**config.mk**
```make
export PLATFORM = sky130hd
export DESIGN_NAME = tpfe_core
export DESIGN_NICKNAME = d
export VERILOG_FILES = /design/src/hw/tpfe_pkg.sv /design/src/hw/tpfe_fetch_if.sv /design/src/hw/tpfe_hold.sv /design/src/hw/tpfe_core.sv
export SDC_FILE = /design/constraint.sdc
export NUM_CORES = 1
export LEC_CHECK = 0
export BUFFER_PORTS_ARGS = -buffer_cell sky130_fd_sc_hd__clkbuf_2
export CORE_ASPECT_RATIO = 0.8
export CORE_MARGIN = 3
export CORE_UTILIZATION = 30
export DETAILED_ROUTE_END_ITERATION = 10
export PLACE_DENSITY = 0.54
export RECOVER_POWER = 25
export SYNTH_ARGS = -nofsm -noshare
export SYNTH_HDL_FRONTEND = slang
export SYNTH_SLANG_ARGS = --single-unit
```
**constraint.sdc**
```tcl
create_clock -name CLOCK -period 2.3 [get_ports CLOCK]
set_input_delay 0.345 -clock CLOCK [delete_from_list [all_inputs] [get_ports CLOCK]]
set_output_delay 0.345 -clock CLOCK [all_outputs]
set_load 0.005 [all_outputs]
```
**src/hw/tpfe_pkg.sv**
```systemverilog
/*
 * tpfe_pkg: constants for the two-phase fetch/execute sequencer.
 * assumes one system clock and a combinational program ROM outside the core.
 */
// Functional notes
// - instruction cycle is system clock divided by two
// - program counter updates in phase one
// - phase two latches ROM word into holding register
// - captured word executes next cycle, overlapping fetch
// - branch takes two cycles, prefetched word flushed
// - selected clock output toggles at half system rate
// - reset loads vector zero, interrupt vector one
package tpfe_pkg;
  localparam int PROG_CNT_W = 11;
  localparam int INSTR_W = 14;
  localparam logic [PROG_CNT_W-1:0] RESET_VECTOR = 11'h000;
  localparam logic [PROG_CNT_W-1:0] INTR_VECTOR = 11'h001;
  localparam logic [INSTR_W-1:0] INSTR_RESET = 14'h0000;
  localparam logic PHASE_RESET = 1'b0;
  typedef enum logic [0:0] {
    TPFE_PHASE_ONE = 1'b0,
    TPFE_PHASE_TWO = 1'b1
  } tpfe_phase_t;
endpackage : tpfe_pkg

```
**src/hw/tpfe_fetch_if.sv**
```systemverilog
/*
 * tpfe_fetch_if: carries the phase enables and fetched word between the
 * sequencer and its holding register. assumes a single clock domain.
 */
`timescale 1ns/1ps
`default_nettype none
interface tpfe_fetch_if #(parameter int INSTR_W = 14);
  logic capture;
  logic clear;
  logic [INSTR_W-1:0] rom_word;
  logic [INSTR_W-1:0] held_word;
  logic held_valid;
  modport seq (output capture, output clear, output rom_word, input held_word,
    input held_valid);
  modport hold (input capture, input clear, input rom_word, output held_word,
    output held_valid);
endinterface : tpfe_fetch_if
`default_nettype wire

```
**src/hw/tpfe_hold.sv**
```systemverilog
/*
 * tpfe_hold: instruction holding register with a valid flag.
 * assumes capture and clear come from the sequencer in the same clock domain.
 */
`timescale 1ns/1ps
`default_nettype none
module tpfe_hold
  import tpfe_pkg::*;
(
  input wire logic CLOCK,
  input wire logic RSTN,
  tpfe_fetch_if.hold fif
);
  logic [INSTR_W-1:0] word_r, word_nxt;
  logic valid_r, valid_nxt;

  always_comb begin
    word_nxt = word_r;
    valid_nxt = valid_r;
    if (fif.clear) begin
      valid_nxt = 1'b0; // flushed word never executes
    end else if (fif.capture) begin
      word_nxt = fif.rom_word;
      valid_nxt = 1'b1;
    end
  end

  always_ff @(posedge CLOCK) begin
    if (!RSTN) begin
      word_r <= INSTR_RESET;
      valid_r <= 1'b0;
    end else begin
      word_r <= word_nxt;
      valid_r <= valid_nxt;
    end
  end

  assign fif.held_word = word_r;
  assign fif.held_valid = valid_r;
endmodule : tpfe_hold
`default_nettype wire

```
**src/hw/tpfe_core.sv**
```systemverilog
/*
 * tpfe_core: two-phase fetch/execute sequencer of a small 8-bit core.
 * assumes the program ROM returns the word for ROM_ADDR combinationally on
 * ROM_DATA during phase two, and that the execute unit reports branches.
 */
`timescale 1ns/1ps
`default_nettype none
module tpfe_core
  import tpfe_pkg::*;
#(
  parameter int ADDR_W = PROG_CNT_W,
  parameter int WORD_W = INSTR_W
)(
  input wire logic CLOCK,
  input wire logic RSTN,
  input wire logic [tpfe_pkg::INSTR_W-1:0] ROM_DATA,
  input wire logic BRANCH_TAKE,
  input wire logic [tpfe_pkg::PROG_CNT_W-1:0] BRANCH_TARGET,
  input wire logic INTR_ACCEPT,
  input wire logic CLKOUT_SEL,
  output logic [tpfe_pkg::PROG_CNT_W-1:0] ROM_ADDR,
  output logic PHASE_ONE,
  output logic PHASE_TWO,
  output logic [tpfe_pkg::INSTR_W-1:0] EXEC_WORD,
  output logic EXEC_VALID,
  output logic INSTR_CLOCK_OUT
);
  // other widths would need a matching rom and holding register as well
  if (ADDR_W != PROG_CNT_W || WORD_W != INSTR_W) begin : g_bad_width
    $error("tpfe_core: widths must match the package");
  end

  tpfe_fetch_if #(.INSTR_W(INSTR_W)) fif ();

  tpfe_phase_t phase_r, phase_nxt;
  logic [PROG_CNT_W-1:0] program_counter_r, program_counter_nxt;
  logic [PROG_CNT_W-1:0] addr_r, addr_nxt;
  logic flush_r, flush_nxt;
  logic clk_out_r, clk_out_nxt;
  logic phase_one, phase_two;
  logic branch_event;

  assign phase_one = (phase_r == TPFE_PHASE_ONE);
  assign phase_two = (phase_r == TPFE_PHASE_TWO);
  // branches are sampled only while a valid word executes, at its phase one
  assign branch_event = phase_one && fif.held_valid && BRANCH_TAKE;

  // phase divider
  always_comb begin
    case (phase_r)
      TPFE_PHASE_ONE: phase_nxt = TPFE_PHASE_TWO;
      TPFE_PHASE_TWO: phase_nxt = TPFE_PHASE_ONE;
      default: phase_nxt = TPFE_PHASE_ONE;
    endcase
  end

  // program counter: moves only in phase one
  // an interrupt wins over a branch on the same edge; the count wraps silently
  always_comb begin
    program_counter_nxt = program_counter_r;
    addr_nxt = addr_r;
    if (phase_one) begin
      if (INTR_ACCEPT) begin
        program_counter_nxt = INTR_VECTOR;
      end else if (branch_event) begin
        program_counter_nxt = BRANCH_TARGET;
      end else begin
        program_counter_nxt = program_counter_r + 1'b1;
      end
      addr_nxt = program_counter_r; // word fetched this cycle
    end
  end

  // a taken branch or interrupt flushes the word fetched in parallel
  always_comb begin
    flush_nxt = flush_r;
    if (phase_one) begin
      flush_nxt = INTR_ACCEPT || branch_event;
    end
  end

  // instruction clock: low in phase one, high in phase two
  always_comb begin
    clk_out_nxt = CLKOUT_SEL && (phase_nxt == TPFE_PHASE_TWO);
  end

  // the holding register loads at the end of phase two
  assign fif.capture = phase_two;
  assign fif.clear = phase_two && flush_r;
  assign fif.rom_word = ROM_DATA;

  tpfe_hold u_hold (
    .CLOCK(CLOCK),
    .RSTN(RSTN),
    .fif(fif)
  );

  always_ff @(posedge CLOCK) begin
    if (!RSTN) begin
      phase_r <= TPFE_PHASE_ONE;
      program_counter_r <= RESET_VECTOR;
      addr_r <= RESET_VECTOR;
      flush_r <= 1'b0;
      clk_out_r <= PHASE_RESET;
    end else begin
      phase_r <= phase_nxt;
      program_counter_r <= program_counter_nxt;
      addr_r <= addr_nxt;
      flush_r <= flush_nxt;
      clk_out_r <= clk_out_nxt;
    end
  end

  // outputs from flip-flops; PHASE_ONE and PHASE_TWO are decoded from phase_r
  always_comb begin
    ROM_ADDR = addr_r;
    PHASE_ONE = phase_one;
    PHASE_TWO = phase_two;
    EXEC_WORD = fif.held_word; // executes across the following cycle
    EXEC_VALID = fif.held_valid;
    INSTR_CLOCK_OUT = clk_out_r;
  end
endmodule : tpfe_core
`default_nettype wire

```
==> impl_metrics.yaml <==
outcome:
  status: "finished clean"
layout:
  finalNetCount: 284
  postLayoutCoreUtil_pct: 41.03
  stdcell_area_um2: 2137
  diodes: 0
  area_delta_synth_final_pct: 27.46
  drive_above_1_share_pct: 25.59
  instances_no_fill: 329
die:
  die_y_um: 72.87
  core_area_um2: 5209
  die_x_um: 89.58
  start_util_pct: 32.19
  dieArea_um2: 6527
  rows: 23
  ios: 59
timing:
  rsz0062_at_grt: "no"
  skew_ps: 7.112
  holdWs_ps: 264.3
  slew_viol_final: 0
  hold_violations: 0
  setup_viol: 0
  tns_ps: 0
  fin_crit_sh_pct: 79.32
  slew_headroom_pct: 18.55
  fmax_mhz: 548.1
  worst_slew_pin_slew_ps: 1220
  setup_ws_ps: 475.6
  finalCriticalPeriod_ps: 1824
placed_design:
  dpl.hpwl_um: 2999
  detailedPlace.worstSlack_ps: 507.7
  portBuffers: 58
  place_inst: 321
  gp_congestion: 0.7459
  placedInstanceArea_um2: 2041
routing:
  drt_iter0_markers: 102
  post_drt_wl_per_cell_um: 13.36
  drc: 0
  final_antenna_net_count: 0
  routed_wl_um: 4394
  dr.pass1.iters: 4
  via_per_inst: 4.766
  vias: 1568
setup_path:
  cp_slowest_cell: "dfxtp_1"
  max_stage_delay_ps: 430
  r2r-end: "program_counter_r[10]"
  crit_required_ps: 2510
  crit_cells: 5
  r2r_setup_slack_ps: 480
  timing.rr.start: "program_counter_r[0]"
  worst-path-buf-inv: 0
  critPathMaxFanout: 6
  end_kind: "flip-flop"
  critPathLaunchType: "flip-flop"
  critPathKind: "reg -> reg"
  reg2regPathDepth: 5
  path_delay_family: "simple AND/OR/NAND/NOR gates"
  crit_path_cell_trace: "ha_1, nand3_1, or3_1, or3b_1, a31oi_1"
  cp.arrival_ps: 2040
synth:
  synth_area_leaders: "dfxtp_1 (48%), nand2_1 (7.8%), a21oi_1 (6.6%)"
  syn_area_per_cell_um2: 8.554
  post-synth-top-count-cell: "dfxtp_1"
  netlist_top_cells_count: "dfxtp_1 (40), nand2_1 (35), a21oi_1 (22), nor2_1 (19), mux2i_1 (10)"
  yosysSeqAreaShare_pct: 47.76
  ys_async_sr_fraction_pct: 0
  ys_types: 38
  yosysTopAreaCellShare_pct: 47.76
  yosysTopAreaCell: "dfxtp_1"
  syn_inst: 196
  ys_warn_count: 0
  synth-edff-count: 0
  syn_nets: 227
  synthFlopType: "dfxtp_1"
  synth_area_um2: 1677
  synth-seq-cells: 40
cts:
  numCtsBuffers: 5
  cts_resized: 0
  cts.sinks: 40
  clk_latency_ps: 290
  clockBufferDepth: 2
  cts_tree: "built"
  h-tree-depth: 2
  cts_hold_buf: 0
  path_clk_slew_ps: 80
  root_buffer: "clkbuf_8"
  postCtsSetupBuffers: 0
grt:
  grt_pass1_wl_um: 6824
  grt_max_degree: 38
  grt_usage_pct: 13.62
  antenna_found_initial: 0
  grt_remaining_overflow: 0
  grt_pass1_vias: 1387
run:
  cap_violations: 0
worst_hold_path:
  min_to: "u_hold.fif.held_word[1]"
  min_from: "ROM_DATA[1]"
  hp-class: "in -> reg"
  hold_depth: 3
power_and_ir_drop:
  ir_drop_v: 0.0003366
  powerDensity_nw_per_um2: 686.6
  finalPower_mw: 1.467
  p_leak_nw: 0.8592
## cells in the final DEF, fill, tap and decap left out, types with 3 or more instances in the layout
| cell | netlist | layout |
|---|---|---|
| nand3_1 | 5 | 5 |
| o221ai_1 | 4 | 4 |
| dfxtp_1 | 40 | 40 |
| clkbuf_1 | 9 | 10 |
| buf_4 | 0 | 3 |
| nor2_1 | 19 | 19 |
| clkbuf_8 | 0 | 5 |
| o221a_2 | 3 | 3 |
| o21ai_0 | 7 | 7 |
| clkbuf_2 | 0 | 49 |
| a21oi_1 | 22 | 22 |
| nand2_1 | 35 | 35 |
| mux2i_1 | 10 | 10 |
| inv_1 | 2 | 3 |
| nor3_1 | 5 | 5 |
## logic make-up (layout without fill, tap and decap cells)
family                     Yosys count  count (layout)  share of synthesized area (%)
and+or+nand+nor                     82              82                          23.28
AOI/OAI and AO/OA                   48              48                          18.36
DFF                                 40              40                          47.76
buffers and inverters               14              72                          3.208
muxes                               11              11                          6.642
adders and majority gates            1               1                         0.7461
## area by class of cell
type / instances / area (um^2)
Fill cell: 554 / 3072
Sequential cell: 40 / 800.8
Clock inverter: 2 / 35.03
Inverter: 3 / 11.26
Tap cell: 75 / 93.84
Clock buffer: 6 / 72.57
Multi-Input combinational cell: 142 / 822.0
Timing Repair Buffer: 61 / 301.5
## registers in the layout, indices dropped and copies added (netlist names)
name and count:
u_hold.fif.held_word 14, ROM_ADDR 11, program_counter_r 11, INSTR_CLOCK_OUT 1
PHASE_TWO 1, flush_r 1, u_hold.fif.held_valid 1
## worst min-delay path, cell delays in order
cell	delay (ps)
clkbuf_2	80
nand2_1	40
a21oi_1	50
## power by group
part / internal [mW] / switching [mW] / leakage (nW)
Clock: 0.322 / 0.251 / 0.0552
Sequential: 0.719 / 0.0178 / 0.326
Combinational: 0.0689 / 0.0889 / 0.478
Total: 1.11 / 0.357 / 0.859
## worst max path at each step
stage	start	endpoint	slack (ps)
after floorplan	program_counter_r[0]	program_counter_r[10]	690
after global placement	program_counter_r[0]	program_counter_r[10]	590
after detailed placement	program_counter_r[0]	program_counter_r[10]	510
after CTS	program_counter_r[0]	program_counter_r[10]	490
after global routing	program_counter_r[0]	program_counter_r[10]	380
final	program_counter_r[0]	program_counter_r[10]	480
## layer usage
metal / track usage (%) / up-vias / share of wire, %
met1: 19.61 / 708 / 51
li1: - / 813 / -
met4: 3.471 / 0 / 0.71
met3: 4.515 / 4 / 6.8
met5: 0 / - / 0
met2: 19.48 / 43 / 42
No activity file was read; power rests on OpenSTA's default activity.
